## config.mk

```make
export PLATFORM = sky130hd
export DESIGN_NAME = fcs_ctrl
export DESIGN_NICKNAME = d
export VERILOG_FILES = /design/src/rtl/fcs_pkg.sv /design/src/rtl/fcs_ctrl.sv
export SDC_FILE = /design/constraint.sdc
export NUM_CORES = 1
export LEC_CHECK = 0
export BUFFER_PORTS_ARGS = -buffer_cell sky130_fd_sc_hd__buf_2
export CORE_AREA = 2 2 61 63
export DETAILED_ROUTE_END_ITERATION = 7
export DIE_AREA = 0 0 63 65
export HOLD_SLACK_MARGIN = 0.03
export PLACE_DENSITY_LB_ADDON = 0.2
export SYNTH_ARGS = -nofsm -noshare
export SYNTH_HDL_FRONTEND = slang
export SYNTH_SLANG_ARGS = --single-unit
```

## constraint.sdc

```tcl
create_clock -name sys_clk_i -period 1.5 [get_ports sys_clk_i]
set_input_delay 0.15 -clock sys_clk_i [delete_from_list [all_inputs] [get_ports sys_clk_i]]
set_output_delay 0.15 -clock sys_clk_i [all_outputs]
set_load 0.005 [all_outputs]
```

## src/rtl/fcs_pkg.sv

```systemverilog
// Package for floating-point context security control fields
package fcs_pkg;
  localparam logic [31:0] FCS_FP_CONTEXT_CONTROL_OFS = 32'h0000_0000;
  localparam int          FCS_LAZY_SAVE_ENABLE_POS      = 30;
  localparam int          FCS_LAZY_SAVE_ENABLE_LOCK_POS = 29;
  localparam int          FCS_CLR_RET_POS    = 28;
  localparam int          FCS_CLR_LOCK_POS   = 27;
  localparam int          FCS_TS_POS         = 26;
  localparam int          FCS_USAGE_FAULT_PEND_READY_POS      = 10;
  localparam logic        FCS_LAZY_SAVE_ENABLE_RST      = 1'h1;
  localparam logic        FCS_LAZY_SAVE_ENABLE_LOCK_RST = 1'h0;
  localparam logic        FCS_CLR_RET_RST    = 1'h0;
  localparam logic        FCS_CLR_LOCK_RST   = 1'h0;
  localparam logic        FCS_TS_RST         = 1'h0;
  localparam logic        FCS_USAGE_FAULT_PEND_READY_RST      = 1'h0;

  typedef struct packed {
    logic lazy_save_enable;
    logic lazy_save_enable_lock;
    logic clear_on_return;
    logic clear_on_return_lock;
    logic treat_fp_as_secure;
    logic usage_fault_pend_ready_s;
    logic usage_fault_pend_ready_ns;
  } fcs_regs_t;

  typedef struct packed {
    logic exc_return;
    logic fp_context_active;
    logic lazy_save_pending_s;
  } fcs_ret_t;
endpackage

```

## src/rtl/fcs_ctrl.sv

```systemverilog
// Floating-point context control register, security-related fields
// Operation
// - With the lock clear both states write lazy_save_enable; set, non-secure writes drop.
// - On exception return with clear_on_return, context active and no secure lazy save pending, a clear pulse issues.
// - With clear_on_return_lock set, non-secure writes to clear_on_return are ignored.
// - clear_on_return_lock reads zero and ignores writes from non-secure state.
// - treat_fp_as_secure clear makes FP registers non-secure and suppresses callee pushes.
// - usage_fault_pend_ready records at frame allocation whether usage fault could be pended.
// - usage_fault_pend_ready has one copy per security state chosen by the accessor.
// - lazy_save_enable set enables automatic lazy FP context preservation.
`timescale 1ns/100ps
module fcs_ctrl (
  input  wire logic              sys_clk_i,
  input  wire logic              resetn_i,
  input  wire logic [31:0]       addr_i,
  input  wire logic [31:0]       wdata_i,
  input  wire logic              wr_i,
  input  wire logic              rd_i,
  input  wire logic              secure_i,
  output logic      [31:0]       rdata_o,
  input  wire fcs_pkg::fcs_ret_t ret_i,
  input  wire logic              frame_alloc_i,
  input  wire logic              frame_secure_i,
  input  wire logic              uf_pend_able_i,
  output logic                   clear_fp_o,
  output logic                   lazy_save_en_o,
  output logic                   fp_regs_secure_o,
  output logic                   callee_push_en_o
);
  // Register state and next values
  fcs_pkg::fcs_regs_t regs_q;
  fcs_pkg::fcs_regs_t regs_d;
  logic [31:0]        rdata_q;
  logic [31:0]        rdata_d;
  logic               clear_q;
  logic               clear_d;

  // Access decode
  logic               sel;
  logic               wr_hit;
  logic               rd_hit;
  logic               wr_sec;
  logic               wr_nsec;
  logic               lse_wr_ok;
  logic               clr_wr_ok;

  // Return conditions
  logic               ret_event;
  logic               ret_ctx_active;
  logic               ret_lazy_idle;

  // Read views per security state
  logic [31:0]        view_sec;
  logic [31:0]        view_nsec;

  // Usage fault ready copies, next values
  logic               usage_fault_pend_ready_s_d;
  logic               usage_fault_pend_ready_ns_d;

  // Write permission through a lock bit
  function automatic logic lock_allows(
    input logic secure,
    input logic lock
  );
    return secure || !lock;
  endfunction

  // One field bit from a bus word
  function automatic logic word_bit(
    input logic [31:0] word,
    input int          pos
  );
    return word[pos];
  endfunction

  // Bus word with a single field bit placed
  function automatic logic [31:0] bit_word(
    input logic value,
    input int   pos
  );
    logic [31:0] word;
    word      = 32'h0000_0000;
    word[pos] = value;
    return word;
  endfunction

  // Access decode
  assign sel       = (addr_i == fcs_pkg::FCS_FP_CONTEXT_CONTROL_OFS);
  assign wr_hit    = wr_i && sel;
  assign rd_hit    = rd_i && sel;
  assign wr_sec    = wr_hit && secure_i;
  assign wr_nsec   = wr_hit && !secure_i;
  assign lse_wr_ok = wr_hit && lock_allows(secure_i, regs_q.lazy_save_enable_lock);
  assign clr_wr_ok = wr_hit && lock_allows(secure_i, regs_q.clear_on_return_lock);

  // Return conditions
  assign ret_event      = ret_i.exc_return;
  assign ret_ctx_active = ret_i.fp_context_active;
  assign ret_lazy_idle  = !ret_i.lazy_save_pending_s;

  // Usage fault ready, software write then frame allocation
  always_comb begin
    usage_fault_pend_ready_s_d  = regs_q.usage_fault_pend_ready_s;
    usage_fault_pend_ready_ns_d = regs_q.usage_fault_pend_ready_ns;
    if (wr_sec) begin
      usage_fault_pend_ready_s_d = word_bit(wdata_i, fcs_pkg::FCS_USAGE_FAULT_PEND_READY_POS);
    end
    if (wr_nsec) begin
      usage_fault_pend_ready_ns_d = word_bit(wdata_i, fcs_pkg::FCS_USAGE_FAULT_PEND_READY_POS);
    end
    if (frame_alloc_i && frame_secure_i) begin
      usage_fault_pend_ready_s_d = uf_pend_able_i;
    end
    if (frame_alloc_i && !frame_secure_i) begin
      usage_fault_pend_ready_ns_d = uf_pend_able_i;
    end
  end

  // Register fields, next values with synchronous reset
  always_comb begin
    regs_d.lazy_save_enable      = regs_q.lazy_save_enable;
    regs_d.lazy_save_enable_lock = regs_q.lazy_save_enable_lock;
    regs_d.clear_on_return       = regs_q.clear_on_return;
    regs_d.clear_on_return_lock  = regs_q.clear_on_return_lock;
    regs_d.treat_fp_as_secure    = regs_q.treat_fp_as_secure;
    regs_d.usage_fault_pend_ready_s               = usage_fault_pend_ready_s_d;
    regs_d.usage_fault_pend_ready_ns              = usage_fault_pend_ready_ns_d;
    if (lse_wr_ok) begin
      regs_d.lazy_save_enable = word_bit(wdata_i, fcs_pkg::FCS_LAZY_SAVE_ENABLE_POS);
    end
    if (clr_wr_ok) begin
      regs_d.clear_on_return = word_bit(wdata_i, fcs_pkg::FCS_CLR_RET_POS);
    end
    if (wr_sec) begin
      regs_d.lazy_save_enable_lock = word_bit(wdata_i, fcs_pkg::FCS_LAZY_SAVE_ENABLE_LOCK_POS);
      regs_d.clear_on_return_lock  = word_bit(wdata_i, fcs_pkg::FCS_CLR_LOCK_POS);
      regs_d.treat_fp_as_secure    = word_bit(wdata_i, fcs_pkg::FCS_TS_POS);
    end
    if (!resetn_i) begin
      regs_d.lazy_save_enable      = fcs_pkg::FCS_LAZY_SAVE_ENABLE_RST;
      regs_d.lazy_save_enable_lock = fcs_pkg::FCS_LAZY_SAVE_ENABLE_LOCK_RST;
      regs_d.clear_on_return       = fcs_pkg::FCS_CLR_RET_RST;
      regs_d.clear_on_return_lock  = fcs_pkg::FCS_CLR_LOCK_RST;
      regs_d.treat_fp_as_secure    = fcs_pkg::FCS_TS_RST;
      regs_d.usage_fault_pend_ready_s               = fcs_pkg::FCS_USAGE_FAULT_PEND_READY_RST;
      regs_d.usage_fault_pend_ready_ns              = fcs_pkg::FCS_USAGE_FAULT_PEND_READY_RST;
    end
  end

  // Register fields
  always_ff @(posedge sys_clk_i) begin
    regs_q <= regs_d;
  end

  // Secure view of the word
  always_comb begin
    view_sec = 32'h0000_0000;
    view_sec = view_sec | bit_word(regs_q.lazy_save_enable, fcs_pkg::FCS_LAZY_SAVE_ENABLE_POS);
    view_sec = view_sec | bit_word(regs_q.lazy_save_enable_lock, fcs_pkg::FCS_LAZY_SAVE_ENABLE_LOCK_POS);
    view_sec = view_sec | bit_word(regs_q.clear_on_return, fcs_pkg::FCS_CLR_RET_POS);
    view_sec = view_sec | bit_word(regs_q.clear_on_return_lock, fcs_pkg::FCS_CLR_LOCK_POS);
    view_sec = view_sec | bit_word(regs_q.treat_fp_as_secure, fcs_pkg::FCS_TS_POS);
    view_sec = view_sec | bit_word(regs_q.usage_fault_pend_ready_s, fcs_pkg::FCS_USAGE_FAULT_PEND_READY_POS);
  end

  // Non-secure view, lock bits read zero
  always_comb begin
    view_nsec = 32'h0000_0000;
    view_nsec = view_nsec | bit_word(regs_q.lazy_save_enable, fcs_pkg::FCS_LAZY_SAVE_ENABLE_POS);
    view_nsec = view_nsec | bit_word(regs_q.clear_on_return, fcs_pkg::FCS_CLR_RET_POS);
    view_nsec = view_nsec | bit_word(regs_q.treat_fp_as_secure, fcs_pkg::FCS_TS_POS);
    view_nsec = view_nsec | bit_word(regs_q.usage_fault_pend_ready_ns, fcs_pkg::FCS_USAGE_FAULT_PEND_READY_POS);
  end

  // Read data, one cycle after the strobe and only then
  always_comb begin
    rdata_d = 32'h0000_0000;
    if (rd_hit && secure_i) begin
      rdata_d = view_sec;
    end
    if (rd_hit && !secure_i) begin
      rdata_d = view_nsec;
    end
    if (!resetn_i) begin
      rdata_d = 32'h0000_0000;
    end
  end

  // Read data register
  always_ff @(posedge sys_clk_i) begin
    rdata_q <= rdata_d;
  end

  // Clear pulse on a qualifying exception return
  always_comb begin
    clear_d = 1'h0;
    if (ret_event && regs_q.clear_on_return) begin
      clear_d = ret_ctx_active && ret_lazy_idle;
    end
    if (!resetn_i) begin
      clear_d = 1'h0;
    end
  end

  // Clear pulse register
  always_ff @(posedge sys_clk_i) begin
    clear_q <= clear_d;
  end

  // Outputs straight from the registers
  assign rdata_o          = rdata_q;
  assign clear_fp_o       = clear_q;
  assign lazy_save_en_o   = regs_q.lazy_save_enable;
  assign fp_regs_secure_o = regs_q.treat_fp_as_secure;
  assign callee_push_en_o = regs_q.treat_fp_as_secure;

endmodule // fcs_ctrl

```

# == Yosys cells after proc, flatten, opt, wreduce, memory -nomap -nowiden ==
# Index checks and enable logic that the tools add are counted.
# classes
n_lt_le_gt_ge,0
add_sub_neg,0
reduce_logical,23
div_mod_pow,0
n_eq_ne,0
shift,0
muxes,6
n_mul,0
n_bitwise,8
# op_table
cell,n
31-bit by 11-bit bitwise OR with 31-bit output,2
31-bit by 27-bit bitwise OR with 31-bit output,2
31-bit by 29-bit bitwise OR with 31-bit output,2
32-bit logical NOT,1
32-bit two-way mux,1
31-bit two-way mux,1
31-bit by 28-bit bitwise OR with 31-bit output,1
31-bit by 30-bit bitwise OR with 31-bit output,1
1-bit logical AND,12
1-bit logical NOT,5
1-bit two-way mux,4
2-bit nonzero test,2
1-bit logical OR,2
2-bit AND reduction,1
# totals
latchBits,0
regBits,40
in_bits,75
word_cells,46
ramBits,0
n_memories,0
mem_bits_ro,0
output_inout_bits,36

# == Depth between registers and ports, before layout ==
# logic_depth
ltp_word,7
depth_mapped,5
depth_no_buf,4

# == Worst setup path before layout ==
# No wires, ideal clock.
# synth_timing
path_kind,input port to flip-flop
start,input port addr_i[28]
end,register regs_q[4] (netlist name)
setup_ps,118
stages,5
t_arrival_ps,1214
setup_slack_ps,168
n_path_buf,1
t_required_ps,1382
path_cell_list,nor4_1 -> nand4_1 -> buf_4 -> a2111o_1 -> mux2i_1
# synth_via
elab_chain_cells,3
# synth_rtl
item,line,source
"start, declared",fcs_ctrl.sv:15,"input wire logic [31:0] addr_i,"
32-bit logical NOT,fcs_ctrl.sv:88,assign sel = (addr_i == fcs_pkg::FCS_FP_CONTEXT_CONTROL_OFS);
1-bit logical AND,fcs_ctrl.sv:89,assign wr_hit = wr_i && sel;
1-bit logical AND,fcs_ctrl.sv:94,"assign clr_wr_ok = wr_hit && lock_allows(secure_i, regs_q.clear_on_return_lock);"
"end signal, assigned",fcs_ctrl.sv:152,regs_q <= regs_d;
"end, declared",fcs_ctrl.sv:31,fcs_pkg::fcs_regs_t regs_q;
# Every way passes these cells.
# A chain may end at the register's enable or synchronous reset.

# == Worst setup path in the final report ==
# layout_timing
start,input port addr_i[28]
end,register regs_q[0] (netlist name)
# layout_via
elab_chain_cells,4
# layout_rtl
item,line,source
32-bit logical NOT,fcs_ctrl.sv:88,
1-bit logical AND,fcs_ctrl.sv:89,
1-bit logical AND,fcs_ctrl.sv:92,assign wr_nsec = wr_hit && !secure_i;
2-bit nonzero test (no source line),--,
# Every way passes these cells.

==> results.json <==
{
  "worstSetupStartpoint": "addr_i[28]",
  "p_seq_share_pct": 49.8,
  "postCtsSetupBuffers": 0,
  "r2r_start": "regs_q[3]",
  "rows": 22,
  "port-buffer-count": 58,
  "gp_congestion": 0.718,
  "min_path_type": "input pin to flop",
  "r2r_cells": 2,
  "cts_tree": "yes",
  "yosysSeqAreaShare_pct": 32.6,
  "area_delta_synth_final_pct": 37.3,
  "grt_start_max_net_pins": 9,
  "place_inst": 209,
  "start_util_pct": 24.6,
  "cellInternalPower_mw": 0.580,
  "wire_per_inst_um": 9.86,
  "synth_cell_type_count": 27,
  "overflow": 0,
  "synth.most_common_cell": "buf_4",
  "final_core_util_pct": 33.8,
  "max_cap_violations": 0,
  "clock_power_share_pct": 34.9,
  "swShare_pct": 23.3,
  "power_density_nw_per_um2": 640,
  "leakagePower_nw": 0.598,
  "cts_inserted_buffers": 3,
  "grt_first_pass_wirelength_um": 3330,
  "track_usage_pct": 10.3,
  "dr.first_iter.drc_count": 21,
  "cts_resized": 0,
  "cts_sinks": 14,
  "hold_depth": 3,
  "fin_crit_ns": 1.38,
  "crit_required_ns": 1.70,
  "route.vias.total": 879,
  "synthTopCellsByCount": "buf_4, dfxtp_1, nor4_1",
  "synth_flop_cell": "dfxtp_1",
  "drc_errors": 0,
  "worstPathMaxFanout": 5,
  "synth_fa_ha_area_share_pct": 0,
  "synth_top_area_share_pct": 32.6,
  "max_freq_mhz": 726,
  "drt-pass1-iter-count": 4,
  "synthArstFlopShare_pct": 0,
  "synthMuxAreaShare_pct": 2.33,
  "finish.instance_area_um2": 1180,
  "nFillCells": 396,
  "die_y_um": 65,
  "synth_compound_area_share_pct": 12.7,
  "instances_no_fill": 214,
  "yosysTopAreaCell": "dfxtp_1",
  "crit_path_start_kind": "input pin",
  "cts_root_buf": "clkbuf_4",
  "grt_pass1_vias": 833,
  "r2r-end": "regs_q[4]",
  "avgSynthCellArea_um2": 8.51,
  "die_w_um": 63,
  "ir_worst_vdd_mv": 0.219,
  "fin_crit_sh_pct": 91.9,
  "synth_simple_gate_area_share_pct": 25.2,
  "cp-end-kind": "flop",
  "routed_wl_um": 2110,
  "power_frac_comb_pct": 15.3,
  "finalSetupViolCount": 0,
  "whs_endpoint": "clear_fp_o",
  "htreeDepth": 1,
  "io-pin-count": 111,
  "die-area_um2": 4100,
  "switching_power_mw": 0.176,
  "coreArea_um2": 3500,
  "finClkSkew_ns": 0.00163,
  "ys_ff_latch": 14,
  "drv_slew": 0,
  "dpl-instance-area_um2": 1130,
  "synth_edf_count": 0,
  "grt_setup_unrepaired": "false",
  "mappedNetlistArea_um2": 860,
  "antennaDiodeCount": 0,
  "avgViaCountPerCell": 4.11,
  "layout.nets": 242,
  "synth_xor_area_share_pct": 0,
  "ys_top_cells_by_area": "dfxtp_1, buf_4, nor4_1",
  "drive_gt1_share_pct": 42.2,
  "finalHoldViolCount": 0,
  "synth_top_family_by_area": "buffers and inverters",
  "hold_path.startpoint": "ret_i[2]",
  "cts_hold_buf": 1,
  "outcome": "completed",
  "critical_path_class": "input pin to flop",
  "cts.reportedPaths.clkPinSlew_ns": 0.08,
  "syn-instance-count": 101,
  "clockBufferDepth": 2,
  "worst_ep_arrival_time_ns": 1.58,
  "antenna_found_initial": 0,
  "yosys_warnings": 0,
  "clock_latency_ns": 0.27,
  "reg2reg_slack_ns": 0.52,
  "dp_hpwl_um": 1870,
  "drtAntennaViolNets": 0
}
cell families (layout without fill, tap and decap cells):
logic type	count (synthesis)	after routing
and+or+nand+nor	35	35
buffers and inverters	33	73
AOI/OAI and AO/OA	16	16
DFF	14	14
muxes	2	2
other	1	26
area by class of cell:
type,count,area (µm²),share of cell area (%)
multi-input cells,79,443,37.5
clock buffers,4,36.3,3.08
repair buffers,65,345,29.3
flip-flops and latches,14,280,23.8
inverters,4,15.0,1.27
well taps,48,60.1,5.09
power by group through the flow:
stage          logic (mW)  registers (mW)  clock network, mW
6_report            0.116           0.377              0.263
5_1_grt             0.130           0.378              0.300
4_1_cts             0.116           0.377              0.272
3_5_place_dp        0.113           0.385                  0
3_3_place_gp        0.112           0.385                  0
2_1_floorplan      0.0888           0.385                  0
critical path: stages:
cell     delay, ns
buf_2         0.09
nor4_1        0.34
nand4_1       0.28
or4_1         0.56
a31oi_1       0.17
cell usage in the layout (no fill, tap or decap), drive strengths merged:
cell,count
buf,64
conb,26
dfxtp,14
nor4,10
nand2,7
nand4,6
a21oi,5
inv,4
o31ai,4
clkbuf,4
mux2i,2
and3,2
and2,2
a31oi,2
o21ai,2
and4,2
nor4bb,1
nor3,1
nand3b,1
nor2,1
a2111o,1
o41a,1
nand2b,1
o41ai,1
or4,1
dlygate4sd3,1
layer usage:
metal	wire length, µm	track usage (%)
met5	0	0
met4	10	5.00
met3	174	2.26
met2	1130	19.9
met1	798	10.3
state kept, by name, indices dropped and copies added (netlist names):
register / cells
regs_q: 5
callee_push_en_o: 1
clear_fp_o: 1
rdata_o: 6
lazy_save_en_o: 1
through the flow:
stage	setup slack (ns)	hold WS [ns]	power [mW]	setup TNS, ns
4_1_cts	0.111	0.104	0.765	0
2_1_floorplan	0.168	0.226	0.474	0
3_5_place_dp	-0.189	0.318	0.499	-1.10
5_1_grt	0.0158	0.107	0.808	0
6_report	0.122	0.109	0.756	0
3_3_place_gp	-0.105	0.322	0.497	-0.433
worst max path at each step:
stage                end  slack [ns]
4_1_cts        regs_q[0]        0.11
3_5_place_dp   regs_q[0]       -0.19
5_1_grt        regs_q[0]        0.02
2_1_floorplan  regs_q[4]        0.17
6_report       regs_q[0]        0.12
3_3_place_gp   regs_q[0]       -0.11
Power figures use the tool's default switching activity.
